$ cat src/core/i2c_seq_pkg.sv
// Shared constants and types of the I2C master status sequencer
package i2c_seq_pkg;

    // ==========================================================
    // Register byte addresses
    localparam logic [7:0] ADDR_MODE       = 8'h00;
    localparam logic [7:0] ADDR_TARGET     = 8'h04;
    localparam logic [7:0] ADDR_STATUS     = 8'h08;
    localparam logic [7:0] ADDR_TXBUF      = 8'h0c;
    localparam logic [7:0] ADDR_RXBUF      = 8'h10;
    localparam logic [7:0] ADDR_IRQ_STATUS = 8'h14;
    localparam logic [7:0] ADDR_IRQ_CLEAR  = 8'h18;
    localparam logic [7:0] ADDR_IRQ_ENABLE = 8'h1c;

    // ==========================================================
    // Field positions
    localparam int MODE_EN_BIT    = 7;
    localparam int RATE_HI        = 6;
    localparam int RATE_LO        = 5;
    localparam int RCOUNT_HI      = 4;
    localparam int DIR_BIT        = 0;
    localparam int BUSY_BIT       = 7;
    localparam int NACK_BIT       = 6;
    localparam int RXIRQ_BIT      = 5;
    localparam int TXIRQ_BIT      = 4;
    localparam int LEVEL_HI       = 3;
    localparam int LEVEL_LO       = 2;
    localparam int ACCERR_BIT     = 1;
    localparam int OVFERR_BIT     = 0;

    // ==========================================================
    // Reset values and encodings
    localparam logic [7:0] MODE_RESET   = 8'h00;
    localparam logic [7:0] TARGET_RESET = 8'h00;
    localparam logic [7:0] STICKY_MASK  = 8'h73;
    localparam logic [1:0] LVL_EMPTY    = 2'h0;
    localparam logic [1:0] LVL_HALF     = 2'h2;
    localparam logic [1:0] LVL_FULL     = 2'h3;

    // ==========================================================
    // Sizes and counts
    localparam int         FIFO_DEPTH   = 4;
    localparam int         FIFO_AW      = 2;
    localparam logic [2:0] FIFO_FULL_CNT = 3'h4;
    // Core cycles per quarter SCL period at rate 0 (16 per bit / 4)
    localparam logic [6:0] QUARTER_BASE = 7'h04;

    typedef enum logic [5:0] {
        ST_IDLE   = 6'h01,
        ST_START  = 6'h02,
        ST_BYTE   = 6'h04,
        ST_ACK    = 6'h08,
        ST_STOP   = 6'h10,
        ST_RSTART = 6'h20
    } seq_state_e;

endpackage : i2c_seq_pkg

$ cat src/core/i2c_status_seq.sv
// I2C master transfer sequencer with status flags and APB registers
//
// Added by the designer: the placing of the registers and the APB register port.
`timescale 1ns/100ps
module i2c_status_seq
    import i2c_seq_pkg::*;
(
    input  wire logic        clk_sys,
    input  wire logic        rst_n,
    input  wire logic [7:0]  paddr,
    input  wire logic        psel,
    input  wire logic        penable,
    input  wire logic        pwrite,
    input  wire logic [31:0] pwdata,
    output logic [31:0]      prdata,
    output logic             pready,
    output logic             pslverr,
    output logic             irq,
    input  wire logic        scl_i,
    output logic             scl_o,
    output logic             scl_oe_n,
    input  wire logic        sda_i,
    output logic             sda_o,
    output logic             sda_oe_n
);
    // ==========================================================
    // Register bus decode
    function automatic logic hit(input logic [7:0] a, input logic [7:0] r);
        return a == r;
    endfunction : hit

    logic [7:0] mode_reg;
    logic [7:0] tgt_reg;
    logic [7:0] irq_en;
    logic [7:0] sticky;

    wire acc      = psel & penable & pready;
    wire setup    = psel & ~penable;
    wire wr       = acc & pwrite;
    wire rd       = acc & ~pwrite;
    wire wr_mode  = wr & hit(paddr, ADDR_MODE);
    wire wr_tgt   = wr & hit(paddr, ADDR_TARGET);
    wire wr_stat  = wr & hit(paddr, ADDR_STATUS);
    wire wr_tx    = wr & hit(paddr, ADDR_TXBUF);
    wire wr_clr   = wr & hit(paddr, ADDR_IRQ_CLEAR);
    wire wr_en    = wr & hit(paddr, ADDR_IRQ_ENABLE);
    wire rd_rx    = rd & hit(paddr, ADDR_RXBUF);
    wire mapped   = hit(paddr, ADDR_MODE) | hit(paddr, ADDR_TARGET)
                  | hit(paddr, ADDR_STATUS) | hit(paddr, ADDR_TXBUF)
                  | hit(paddr, ADDR_RXBUF) | hit(paddr, ADDR_IRQ_STATUS)
                  | hit(paddr, ADDR_IRQ_CLEAR) | hit(paddr, ADDR_IRQ_ENABLE);

    // ==========================================================
    // Sequencer state
    seq_state_e state;
    logic [1:0] ph;
    logic [2:0] bitcnt;
    logic [7:0] shreg;
    logic [7:0] cur_tgt;
    logic [4:0] rxcnt;
    logic       is_addr;
    logic       pend_rs;
    logic       nack_seen;
    logic       tick;

    wire       tx_valid;
    wire [7:0] tx_data;
    wire [2:0] tx_count;
    wire       tx_ready;
    wire [7:0] rx_data;
    wire [2:0] rx_count;

    wire       busy      = (state != ST_IDLE);
    wire       launch    = wr_tgt & mode_reg[MODE_EN_BIT];
    wire       is_read   = cur_tgt[DIR_BIT];
    wire       receiving = is_read & ~is_addr;
    wire       last      = (rxcnt == mode_reg[RCOUNT_HI:0]);
    wire       ack_end   = tick & (state == ST_ACK) & (ph == 2'h3);
    wire       abort     = ack_end & ~receiving & nack_seen;
    wire       more      = receiving ? ~last : (is_addr ? (is_read | tx_valid) : tx_valid);
    wire       cont      = ~abort & more & ~pend_rs;
    wire       tx_pop    = ack_end & cont & ~is_read;
    wire       rx_push   = ack_end & receiving;

    // Leftover TX bytes are useless after an abort, so drop them
    byte_fifo u_tx_fifo (
        .clk_sys   (clk_sys),
        .rst_n     (rst_n),
        .flush     (abort),
        .in_valid  (wr_tx),
        .in_ready  (tx_ready),
        .in_data   (pwdata[7:0]),
        .out_valid (tx_valid),
        .out_ready (tx_pop),
        .out_data  (tx_data),
        .count     (tx_count)
    );

    // Pushes into a full RX FIFO are dropped; software must keep up
    byte_fifo u_rx_fifo (
        .clk_sys   (clk_sys),
        .rst_n     (rst_n),
        .flush     (1'b0),
        .in_valid  (rx_push),
        .in_ready  (),
        .in_data   (shreg),
        .out_valid (),
        .out_ready (rd_rx),
        .out_data  (rx_data),
        .count     (rx_count)
    );

    quarter_tick u_tick (
        .clk_sys (clk_sys),
        .rst_n   (rst_n),
        .rate    (mode_reg[RATE_HI:RATE_LO]),
        .tick    (tick)
    );

    // ==========================================================
    // Status flags
    function automatic logic [1:0] level_of(input logic [2:0] cnt);
        return (cnt == 3'h0) ? LVL_EMPTY : (cnt == FIFO_FULL_CNT) ? LVL_FULL : LVL_HALF;
    endfunction : level_of

    wire [1:0] level = level_of(is_read ? rx_count : tx_count);
    wire [7:0] sticky_set;
    wire [7:0] sticky_clr;
    wire [7:0] next_sticky;
    wire [7:0] status_rd;

    assign sticky_set[BUSY_BIT]   = 1'b0;
    assign sticky_set[NACK_BIT]   = abort;
    assign sticky_set[RXIRQ_BIT]  = (rx_count != 3'h0);
    assign sticky_set[TXIRQ_BIT]  = (tx_count == 3'h0);
    assign sticky_set[LEVEL_HI:LEVEL_LO] = 2'h0;
    assign sticky_set[ACCERR_BIT] = busy & ((wr_tx & is_read) | (rd_rx & ~is_read));
    assign sticky_set[OVFERR_BIT] = wr_tx & ~tx_ready;
    assign sticky_clr = ({8{wr_stat}} & ~pwdata[7:0]) | ({8{wr_clr}} & pwdata[7:0]);
    // Hardware set wins over a clear in the same cycle
    assign next_sticky = (sticky_set | (sticky & ~sticky_clr)) & STICKY_MASK;
    assign status_rd = {busy, sticky[6:4], level, sticky[1:0]};

    wire [7:0] rd_mux = hit(paddr, ADDR_MODE)       ? mode_reg  :
                        hit(paddr, ADDR_TARGET)     ? tgt_reg   :
                        hit(paddr, ADDR_STATUS)     ? status_rd :
                        hit(paddr, ADDR_RXBUF)      ? rx_data   :
                        hit(paddr, ADDR_IRQ_STATUS) ? sticky    :
                        hit(paddr, ADDR_IRQ_ENABLE) ? irq_en    : 8'h00;

    // ==========================================================
    // Registers and bus answer
    always_ff @(posedge clk_sys) begin
        if (!rst_n) begin
            mode_reg <= MODE_RESET;
            tgt_reg  <= TARGET_RESET;
            irq_en   <= 8'h00;
            sticky   <= 8'h00;
            irq      <= 1'b0;
            pready   <= 1'b0;
            pslverr  <= 1'b0;
            prdata   <= 32'h0;
        end else begin
            if (wr_mode)
                mode_reg <= pwdata[7:0];
            if (wr_tgt)
                tgt_reg <= pwdata[7:0];
            if (wr_en)
                irq_en <= pwdata[7:0] & STICKY_MASK;
            sticky  <= next_sticky;
            irq     <= |(next_sticky & irq_en);
            // pready registered from setup lets prdata come from a flop with no wait state
            pready  <= setup;
            pslverr <= setup & ~mapped;
            if (setup)
                prdata <= {24'h0, rd_mux};
        end
    end

    // ==========================================================
    // Bit and byte sequencer
    always_ff @(posedge clk_sys) begin
        if (!rst_n) begin
            state     <= ST_IDLE;
            ph        <= 2'h0;
            bitcnt    <= 3'h0;
            shreg     <= 8'h00;
            cur_tgt   <= 8'h00;
            rxcnt     <= 5'h00;
            is_addr   <= 1'b0;
            pend_rs   <= 1'b0;
            nack_seen <= 1'b0;
            scl_oe_n  <= 1'b1;
            sda_oe_n  <= 1'b1;
            scl_o     <= 1'b0;
            sda_o     <= 1'b0;
        end else if (launch && !busy) begin
            state   <= ST_START;
            ph      <= 2'h0;
            cur_tgt <= pwdata[7:0];
        end else begin
            if (launch)
                pend_rs <= 1'b1;
            if (tick && busy) begin
                ph <= ph + 2'h1;
                unique case (state)
                    ST_START, ST_RSTART: begin
                        unique case (ph)
                            2'h0: sda_oe_n <= 1'b1;
                            2'h1: scl_oe_n <= 1'b1;
                            2'h2: sda_oe_n <= 1'b0;
                            2'h3: begin
                                scl_oe_n <= 1'b0;
                                state    <= ST_BYTE;
                                shreg    <= cur_tgt;
                                bitcnt   <= 3'h7;
                                is_addr  <= 1'b1;
                                rxcnt    <= 5'h00;
                            end
                        endcase
                    end
                    ST_BYTE: begin
                        unique case (ph)
                            2'h0: sda_oe_n <= receiving | shreg[7];
                            2'h1: scl_oe_n <= 1'b1;
                            2'h2: if (receiving) shreg <= {shreg[6:0], sda_i};
                            2'h3: begin
                                scl_oe_n <= 1'b0;
                                if (!receiving)
                                    shreg <= {shreg[6:0], 1'b0};
                                if (bitcnt == 3'h0)
                                    state <= ST_ACK;
                                bitcnt <= bitcnt - 3'h1;
                            end
                        endcase
                    end
                    ST_ACK: begin
                        unique case (ph)
                            // Master ack on reads, NACK on the last byte
                            2'h0: sda_oe_n <= ~receiving | last;
                            2'h1: scl_oe_n <= 1'b1;
                            2'h2: nack_seen <= sda_i;
                            2'h3: begin
                                scl_oe_n <= 1'b0;
                                bitcnt   <= 3'h7;
                                if (abort) begin
                                    state <= ST_STOP;
                                end else if (cont) begin
                                    state   <= ST_BYTE;
                                    is_addr <= 1'b0;
                                    if (receiving)
                                        rxcnt <= rxcnt + 5'h01;
                                    if (tx_pop)
                                        shreg <= tx_data;
                                end else if (pend_rs) begin
                                    state   <= ST_RSTART;
                                    cur_tgt <= tgt_reg;
                                    pend_rs <= 1'b0;
                                end else begin
                                    state <= ST_STOP;
                                end
                            end
                        endcase
                    end
                    ST_STOP: begin
                        unique case (ph)
                            2'h0: sda_oe_n <= 1'b0;
                            2'h1: scl_oe_n <= 1'b1;
                            2'h2: sda_oe_n <= 1'b1;
                            2'h3: begin
                                state   <= pend_rs ? ST_START : ST_IDLE;
                                cur_tgt <= pend_rs ? tgt_reg : cur_tgt;
                                pend_rs <= 1'b0;
                            end
                        endcase
                    end
                    default: state <= ST_IDLE;
                endcase
            end
        end
    end

    // ==========================================================
    // Checks
    property p_flush_on_abort;
        @(posedge clk_sys) disable iff (!rst_n) abort |=> tx_count == 3'h0;
    endproperty
    a_flush_on_abort: assert property (p_flush_on_abort)
        else $error("TX FIFO not emptied after abort");

    property p_nack_flag;
        @(posedge clk_sys) disable iff (!rst_n) abort |=> sticky[NACK_BIT];
    endproperty
    a_nack_flag: assert property (p_nack_flag)
        else $error("Missing ack flag not set");

    property p_abort_stop;
        @(posedge clk_sys) disable iff (!rst_n)
            abort |=> (state == ST_STOP) && (ph == 2'h0);
    endproperty
    a_abort_stop: assert property (p_abort_stop)
        else $error("Transfer not stopped after missing ack");

    property p_rx_irq;
        @(posedge clk_sys) disable iff (!rst_n) rx_count != 3'h0 |=> sticky[RXIRQ_BIT];
    endproperty
    a_rx_irq: assert property (p_rx_irq)
        else $error("RX interrupt flag missing");

    property p_tx_irq;
        @(posedge clk_sys) disable iff (!rst_n) tx_count == 3'h0 |=> sticky[TXIRQ_BIT];
    endproperty
    a_tx_irq: assert property (p_tx_irq)
        else $error("TX interrupt flag missing");

    property p_sticky_hold;
        @(posedge clk_sys) disable iff (!rst_n)
            sticky[NACK_BIT] && !sticky_clr[NACK_BIT] |=> sticky[NACK_BIT];
    endproperty
    a_sticky_hold: assert property (p_sticky_hold)
        else $error("Sticky flag lost without a clear");

    property p_level_full;
        @(posedge clk_sys) disable iff (!rst_n)
            !is_read && tx_count == FIFO_FULL_CNT |-> status_rd[3:2] == LVL_FULL;
    endproperty
    a_level_full: assert property (p_level_full)
        else $error("Level field not full");

    property p_overflow;
        @(posedge clk_sys) disable iff (!rst_n)
            wr_tx && tx_count == FIFO_FULL_CNT && !tx_pop && !abort
            |=> sticky[OVFERR_BIT] && tx_count == FIFO_FULL_CNT;
    endproperty
    a_overflow: assert property (p_overflow)
        else $error("Overflow flag not set");

    property p_last_nack;
        @(posedge clk_sys) disable iff (!rst_n)
            tick && state == ST_ACK && ph == 2'h0 && receiving && last |=> sda_oe_n;
    endproperty
    a_last_nack: assert property (p_last_nack)
        else $error("Final byte not NACKed");

    property p_launch;
        @(posedge clk_sys) disable iff (!rst_n)
            launch && !busy |=> state == ST_START ##1 busy;
    endproperty
    a_launch: assert property (p_launch)
        else $error("Address write did not launch");

    property p_tick_space;
        @(posedge clk_sys) disable iff (!rst_n) tick |=> !tick [*3];
    endproperty
    a_tick_space: assert property (p_tick_space)
        else $error("Quarter tick too fast");

    c_abort:   cover property (@(posedge clk_sys) disable iff (!rst_n) abort);
    c_restart: cover property (@(posedge clk_sys) disable iff (!rst_n) state == ST_RSTART);
    c_rx_done: cover property (@(posedge clk_sys) disable iff (!rst_n) rx_push && last);
endmodule : i2c_status_seq

$ cat src/core/byte_fifo.sv
// Four-entry byte FIFO with flush and fill count
`timescale 1ns/100ps
module byte_fifo
    import i2c_seq_pkg::*;
(
    input  wire logic       clk_sys,
    input  wire logic       rst_n,
    input  wire logic       flush,
    input  wire logic       in_valid,
    output logic            in_ready,
    input  wire logic [7:0] in_data,
    output logic            out_valid,
    input  wire logic       out_ready,
    output logic [7:0]      out_data,
    output logic [2:0]      count
);
    logic [7:0]         mem [FIFO_DEPTH];
    logic [FIFO_AW-1:0] wp;
    logic [FIFO_AW-1:0] rp;
    wire                push = in_valid & in_ready;
    wire                pop  = out_valid & out_ready;

    assign in_ready  = (count != FIFO_FULL_CNT);
    assign out_valid = (count != 3'h0);
    assign out_data  = mem[rp];

    always_ff @(posedge clk_sys) begin
        if (push)
            mem[wp] <= in_data;
    end

    always_ff @(posedge clk_sys) begin
        if (!rst_n || flush) begin
            wp    <= '0;
            rp    <= '0;
            count <= 3'h0;
        end else begin
            if (push)
                wp <= wp + 2'h1;
            if (pop)
                rp <= rp + 2'h1;
            count <= count + {2'h0, push} - {2'h0, pop};
        end
    end
endmodule : byte_fifo

$ cat src/core/quarter_tick.sv
// Quarter-bit enable pulse for the serial clock
`timescale 1ns/100ps
module quarter_tick
    import i2c_seq_pkg::*;
(
    input  wire logic       clk_sys,
    input  wire logic       rst_n,
    input  wire logic [1:0] rate,
    output logic            tick
);
    logic [6:0] cnt;
    wire  [6:0] limit = (QUARTER_BASE << rate) - 7'h01;

    always_ff @(posedge clk_sys) begin
        if (!rst_n) begin
            cnt  <= 7'h00;
            tick <= 1'b0;
        end else begin
            tick <= (cnt >= limit);
            cnt  <= (cnt >= limit) ? 7'h00 : cnt + 7'h01;
        end
    end
endmodule : quarter_tick

$ cat config.mk
export PLATFORM = sky130hd
export DESIGN_NAME = i2c_status_seq
export DESIGN_NICKNAME = d
export VERILOG_FILES = /design/src/core/i2c_seq_pkg.sv /design/src/core/i2c_status_seq.sv /design/src/core/byte_fifo.sv /design/src/core/quarter_tick.sv
export SDC_FILE = /design/constraint.sdc
export NUM_CORES = 1
export LEC_CHECK = 0
export BUFFER_PORTS_ARGS = -buffer_cell sky130_fd_sc_hd__buf_2
export CAP_MARGIN = 20
export CORE_ASPECT_RATIO = 1.5
export CORE_MARGIN = 3
export CORE_UTILIZATION = 59
export DETAILED_ROUTE_END_ITERATION = 8
export PLACE_DENSITY = 0.8
export SETUP_SLACK_MARGIN = 0.4
export SLEW_MARGIN = 10
export SYNTH_ARGS = -nofsm -noshare
export SYNTH_HDL_FRONTEND = slang
export SYNTH_SLANG_ARGS = --single-unit
$ cat constraint.sdc
create_clock -name clk_sys -period 3.55 [get_ports clk_sys]
set_clock_uncertainty 0.15 [all_clocks]
set_input_delay 0.71 -clock clk_sys [delete_from_list [all_inputs] [get_ports clk_sys]]
set_output_delay 0.71 -clock clk_sys [all_outputs]
set_load 0.005 [all_outputs]
==> results of run 1 <==
-- report_power, final --
part	leakage [nW]	total (mW)	switching (mW)	internal [mW]
logic	1.51	0.109	0.0785	0.0308
registers	1.39	1.95	0.00417	1.95
clock network	0.296	1.88	0.807	1.07
total	3.19	3.94	0.889	3.05
-- layer usage --
| layer | vias up | share of wire [%] |
|---|---|---|
| li1 | 2789 | - |
| met1 | 2947 | 36 |
| met2 | 310 | 51 |
| met3 | 84 | 6.8 |
| met4 | 0 | 5.8 |
| met5 | - | 0 |
-- what timing repair did --
item,in CTS,in global routing
setup buffers,0,0
resized for setup,0,2
setup endpoints to repair,0,5
-- cell usage after synthesis (all sizes together) (8+ instances only) --
cell	number
buf	47
nor3	19
inv	29
xor2	14
dfxtp	100
xnor2	13
mux2i	18
a21oi	32
mux4	16
nand2	43
o311a	8
and3	13
nand3	25
a211oi	13
o211ai	15
ha	23
and2	20
a21o	10
clkbuf	16
nor2	52
edfxtp	64
a31oi	15
o21ai	26
-- metrics by stage --
step                      setup slack, ns  hold slack (ns)  std cells
after detailed placement            0.203            0.310        909
after global routing                0.336            0.349        941
after floorplan                     0.450            0.291        766
after global placement              0.300            0.297        909
final                               0.424            0.327        941
after CTS                           0.510            0.324        941
-- how the worst max path moves through the flow --
stage / cells after the start / from / slack, ns / endpoint
floorplan: 12 / paddr[2] / 0.45 / u_rx_fifo.count[2]
global placement: 12 / paddr[3] / 0.30 / u_rx_fifo.count[2]
detailed placement: 12 / paddr[3] / 0.20 / u_rx_fifo.count[2]
CTS: 11 / u_tx_fifo.count[1] / 0.51 / u_tx_fifo.count[2]
global route: 11 / u_tx_fifo.count[1] / 0.34 / u_tx_fifo.count[2]
finish: 11 / u_tx_fifo.count[1] / 0.42 / u_tx_fifo.count[2]
-- worst register-to-register path: stages (launching register included) --
cell	delay, ns
dfxtp_1	0.44
or3_1	0.21
nor4b_1	0.45
nor2b_1	0.38
ha_1	0.30
inv_1	0.06
ha_1	0.14
inv_1	0.05
fa_1	0.37
xor2_1	0.21
xnor2_1	0.16
nor2_1	0.07
-- final cells by class --
| class | count | area, um^2 |
|---|---|---|
| Inverter | 29 | 109 |
| Fill cell | 986 | 4290 |
| Timing Repair Buffer | 48 | 275 |
| Clock buffer | 17 | 425 |
| Multi-Input combinational cell | 509 | 3740 |
| Tap cell | 159 | 199 |
| Sequential cell | 164 | 3920 |
| Clock inverter | 15 | 186 |
-- cell families (layout without fill, tap and decap cells) --
| kind of cell | Yosys count | in the layout | share of synthesized area, % |
|---|---|---|---|
| other | 1 | 27 | 0.0466 |
| buffers and inverters | 93 | 109 | 6.02 |
| AO/OA/AOI/OAI | 178 | 178 | 16.4 |
| multiplexers | 34 | 34 | 6.72 |
| flip-flops | 164 | 164 | 48.8 |
| AND/OR/NAND/NOR | 218 | 218 | 14.9 |
| adder cells (fa/ha/maj) | 25 | 25 | 4.08 |
| XOR/XNOR | 27 | 27 | 2.94 |
-- layout by cell type (no fill, tap or decap), types with 15 or more instances in the layout --
cell type	n
a21oi_1	32
a31oi_1	15
and2_1	18
buf_2	34
clkbuf_16	17
conb_1	27
dfxtp_1	100
edfxtp_1	64
ha_1	22
inv_1	29
mux2i_1	18
mux4_2	16
nand2_1	43
nand3_1	25
nor2_1	51
nor3_1	15
o21ai_0	21
==> metrics.yaml, run 1 <==
outcome: "complete, no violations"
gp_congestion: 1.02
reg2reg_depth: 11
synth_cell_types: 81
drv_cap: 0
first_global_vias: 5996
hold_class: "flip-flop to flip-flop"
hp-start: "u_tick.cnt[0]"
path_max_fanout: 5
avgViaCountPerCell: 6.51
tightest_slew_ns: 0.827
io_pins: 86
drt_iter0_drc: 438
cts.htree.levels: 4
critPathSlowestCell: "nor4b_1"
die_area_um2: 15100
grt-ovfl-total: 0
grt_first_pass_wirelength_mm: 30.6
stdcell_area_um2: 8860
cp_top_family: "simple AND/OR/NAND/NOR gates"
final_nets: 841
syn_area_um2: 8040
hold_end: "u_tick.cnt[0]"
utilization_pct: 67.4
slew_headroom_pct: 44.5
netlist_instances: 740
largestRegisters: "u_rx_fifo.mem: 32 flops, u_tx_fifo.mem: 32 flops"
drc_errors: 0
clk_transition_reported_paths_ns: 0.07
synth-edff-count: 64
worstPathCellList: "or3_1 > nor4b_1 > nor2b_1 > ha_1 > inv_1 > ha_1 > inv_1 > fa_1 > xor2_1 > xnor2_1 > nor2_1"
worstSetupEndpointType: "flip-flop"
crit_type: "flip-flop to flip-flop"
n_antenna_cell: 0
ant_nets: 0
clock_latency_ns: 0.43
setup_viol: 0
cts_buffers: 17
slew_viol_final: 0
ctsHoldBuffers: 0
ys_ff_latch: 164
place_hpwl_mm: 14.2
rsz0062_at_grt: "true"
cpPeakStageDelay_ns: 0.45
r2r_end: "u_tx_fifo.count[2]"
cts_tree: "yes"
arrival_ns: 3.25
critical_path_required_ns: 3.68
synth_top_area_share_pct: 24.9
ys_warn_count: 0
power_leakage_nw: 3.19
synthFlopType: "dfxtp_1"
wl_per_cell_um: 20.8
vias: 6130
tns_ns: 0
initial_core_util_pct: 61.2
area_growth_pct: 10.2
period_needed_ns: 3.13
hold_viol_final: 0
crit_path_start_kind: "flip-flop"
io_buffers: 34
top_usage_layer: "met2"
die_h_um: 149
antenna_found_initial: 0
async_reset_ff_share_pct: 0
p_per_area_nw_per_um2: 445
placed_area_um2: 8240
peakVddDrop_v: 0.000290
clock.fmax_mhz: 320
avgSynthCellArea_um2: 10.9
ctsRootBufferMaster: "clkbuf_16"
use_met1_pct: 30.1
clock_sinks: 164
synth_area_leaders: "dfxtp_1, edfxtp_1, mux4_2"
r2r_start: "u_tx_fifo.count[1]"
grt_util_met3_pct: 5.62
ys_seq_area_share_pct: 48.8
die_w_um: 101
post-route-period-util_pct: 88.1
synth_area_leader_cell: "dfxtp_1"
drt-pass1-iter-count: 6
p_total_mw: 3.94
grt_max_degree: 45
core-area_um2: 13100
cp.buffers_inverters: 2
drive_above_1_share_pct: 15.7
grt.total_usage_pct: 26.4
row_count: 51
clock_path_buffers: 2
reg2reg_slack_ns: 0.42
whs_path_depth: 1
met2_usage_pct: 45.5
routed_wl_mm: 19.5
Note: power is estimated with default switching activity, not from simulation.
==> run 2: changes to the inputs <==
--- a/config.mk
+++ b/config.mk
@@ -5,13 +5,14 @@
 export SDC_FILE = /design/constraint.sdc
 export NUM_CORES = 1
 export LEC_CHECK = 0
+export ABC_AREA = 1
 export BUFFER_PORTS_ARGS = -buffer_cell sky130_fd_sc_hd__buf_2
 export CAP_MARGIN = 20
 export CORE_ASPECT_RATIO = 1.5
 export CORE_MARGIN = 3
-export CORE_UTILIZATION = 59
+export CORE_UTILIZATION = 63
 export DETAILED_ROUTE_END_ITERATION = 8
-export PLACE_DENSITY = 0.8
+export PLACE_DENSITY = 0.85
 export SETUP_SLACK_MARGIN = 0.4
 export SLEW_MARGIN = 10
 export SYNTH_ARGS = -nofsm -noshare
==> constraint.sdc (replaced) <==
create_clock -name clk_sys -period 3.95 [get_ports clk_sys]
set_clock_uncertainty 0.15 [all_clocks]
set_input_delay 0.79 -clock clk_sys [delete_from_list [all_inputs] [get_ports clk_sys]]
set_output_delay 0.79 -clock clk_sys [all_outputs]
set_load 0.005 [all_outputs]
==> run 2 against run 1 <==
Against the previous run: cell count rose by 22%; power fell by 10%; final area fell by 0.66%; register-to-register slack improved by 0.31 ns; clock power fell by 13%; fmax fell by 2.9%.
==> metrics.yaml, run 2 <==
drv_cap: 0  # unchanged
row_count: 49  # -3.9%
drive_above_1_share_pct: 12.4  # -3.3 points
avgViaCountPerCell: 5.78  # -11%
crit_type: "flip-flop to flip-flop"
grt_first_pass_wirelength_mm: 30.7  # +0.45%
largestRegisters: "u_rx_fifo.mem: 32 flops, u_tx_fifo.mem: 32 flops"
grt_max_degree: 44  # -2.2%
die_h_um: 144  # -3.4%
synth_top_area_share_pct: 25.1  # +0.18 points
drt_iter0_drc: 649  # +48%
setup_ws_ns: 0.730  # +0.306 ns
slew_viol_final: 0  # unchanged
netlist_instances: 946  # +28%
clock_sinks: 164  # unchanged
cp.buffers_inverters: 4  # +2
p_per_area_nw_per_um2: 402  # -9.7%
avgSynthCellArea_um2: 8.44  # -22%
crit_path_start_kind: "flip-flop"
synth_top_cells_by_count: "nand2_1, nor2_1, dfxtp_1, inv_1, a21oi_1"
cts_buffers: 17  # unchanged
ctsHoldBuffers: 0  # unchanged
final_nets: 1057  # +26%
layout_common_cells: "nand2_1, nor2_1, inv_1, dfxtp_1, a21oi_1"
drc_errors: 0  # unchanged
synth_area_leaders: "dfxtp_1, edfxtp_1, nand2_1"
ant_nets: 0  # unchanged
async_reset_ff_share_pct: 0  # unchanged
crit_cells: 16  # +5
syn_area_um2: 7980  # -0.70%
area_growth_pct: 10.2  # about the same
place_hpwl_mm: 13.2  # -6.9%
hold_viol_final: 0  # unchanged
clock_latency_ns: 0.42  # about the same
synth_area_leader_cell: "dfxtp_1"
power_leakage_nw: 3.55  # +11%
initial_core_util_pct: 65.4  # +4.3 points
seq_area_um2: 3920  # unchanged
ys_warn_count: 0  # unchanged
synth_cell_types: 53  # -35%
tns_ns: 0  # unchanged
fillers: 886  # -10%
multiInputGateArea_um2: 3440  # -8.1%
routed.top_layer: "met4"
reg2reg_depth: 16  # +5
clk_transition_reported_paths_ns: 0.06  # about the same
clock.fmax_mhz: 311  # -2.9%
dp_slack_ns: 0.553  # +0.350 ns
critical_path_required_ns: 4.14  # +0.46 ns
cts_resized: 0  # unchanged
worstSetupEndpointType: "flip-flop"
wl_per_cell_um: 16.4  # -21%
clock_path_buffers: 2  # unchanged
io_pins: 86  # unchanged
cts.htree.levels: 4  # unchanged
cts_tree: "yes"
wl_met1_mm: 6.75  # -4.6%
die_w_um: 97.9  # -3.4%
synth-edff-count: 64  # unchanged
routed_wl_mm: 18.9  # -3.4%
antenna_found_initial: 0  # unchanged
ys_seq_area_share_pct: 49.1  # +0.34 points
worstPathCellList: "inv_2 > nor2_4 > nor2_2 > nand4_4 > nand2_2 > nor2_2 > nand3_4 > inv_2 > ha_1 > inv_1 > ha_1 > inv_1 > fa_1 > xnor2_1 > or2_2 > a21oi_1"
n_antenna_cell: 0  # unchanged
drt-pass1-iter-count: 6  # unchanged
outcome: "complete, no violations"
wl_met3_mm: 1.30  # -3.0%
post-route-period-util_pct: 81.5  # -6.5 points
yosysMostFrequentCell: "nand2_1"
gp_congestion: 0.934  # -8.1%
tightest_slew_ns: 0.854  # +0.0279 ns
critPathSlowestCell: "dfxtp_1"
setup_viol: 0  # unchanged
hold_class: "flip-flop to flip-flop"
rsz0062_at_grt: "false"
period_needed_ns: 3.22  # +0.0937 ns
first_global_vias: 6255  # +4.3%
cpPeakStageDelay_ns: 0.50  # +0.05 ns
cp_top_family: "simple AND/OR/NAND/NOR gates"
synthFlopType: "dfxtp_1"
core-area_um2: 12200  # -7.2%
ys_ff_latch: 164  # unchanged
path_max_fanout: 8  # +3
cts_setup_buffers: 0  # unchanged
slew_headroom_pct: 42.9  # -1.7 points
grt-ovfl-total: 0  # unchanged
layout.cells.most_common: "nand2_1"
peakVddDrop_v: 0.000325  # +12%
whs_path_depth: 2  # +1
ctsRootBufferMaster: "clkbuf_16"
wl_met2_mm: 9.62  # -3.7%
die_area_um2: 14100  # -6.7%
arrival_ns: 3.41  # +0.16 ns
grt.total_usage_pct: 27.6  # +1.2 points
vias: 6655  # +8.6%
io_buffers: 34  # unchanged
-- run 2: cell families after synthesis --
family | after synthesis | share of synthesized area, %
adders and majority gates | 25 | 4.11
xor gates and xnor gates | 9 | 0.987
DFF | 164 | 49.1
other | 1 | 0.0470
buffers and inverters | 160 | 9.03
and+or+nand+nor | 385 | 22.1
AOI/OAI and AO/OA | 202 | 14.6
-- run 2: final cells by class --
type | count | area share (%)
repair buffers | 43 | 2.70
clock inverters | 14 | 1.71
inverters | 111 | 4.76
flip-flops and latches | 164 | 44.6
multi-input cells | 648 | 39.1
clock buffers | 18 | 4.99
well taps | 153 | 2.18
-- run 2: per-layer routing --
layer	up-vias	track usage, %
met2	330	48.2
met4	0	18.0
met3	95	4.81
li1	3185	-
met1	3045	31.0
met5	-	0
-- run 2: worst min-delay path: stages, from the launching register on --
cell,delay (ns)
dfxtp_1,0.30
nand2_1,0.05
a21oi_1,0.05
-- run 2: power by group --
group	internal, mW	switching (mW)	total [mW]
logic	0.0377	0.0995	0.137
registers	1.76	0.0110	1.77
clock network	0.952	0.676	1.63
total	2.75	0.787	3.54
-- run 2: final timing paths --
kind / from / end / slack [ns]
worst max-delay path: cur_tgt[0] / u_tx_fifo.count[2] / 0.73
worst min-delay path: prdata[4] / prdata[4] / 0.31
worst max register to register: cur_tgt[0] / u_tx_fifo.count[2] / 0.73
worst min register to register: prdata[4] / prdata[4] / 0.31
-- run 2: through the flow --
stage,cell area [um^2],std cells,power (mW),hold slack [ns],utilization [%]
floorplan,8080,972,1.91,0.280,-
global placement,8210,1119,1.94,0.291,67.3
detailed placement,8210,1119,1.94,0.302,67.3
CTS,8800,1151,3.55,0.313,72.1
global route,8800,1151,3.64,0.324,72.1
finish,8800,1151,3.54,0.310,72.1
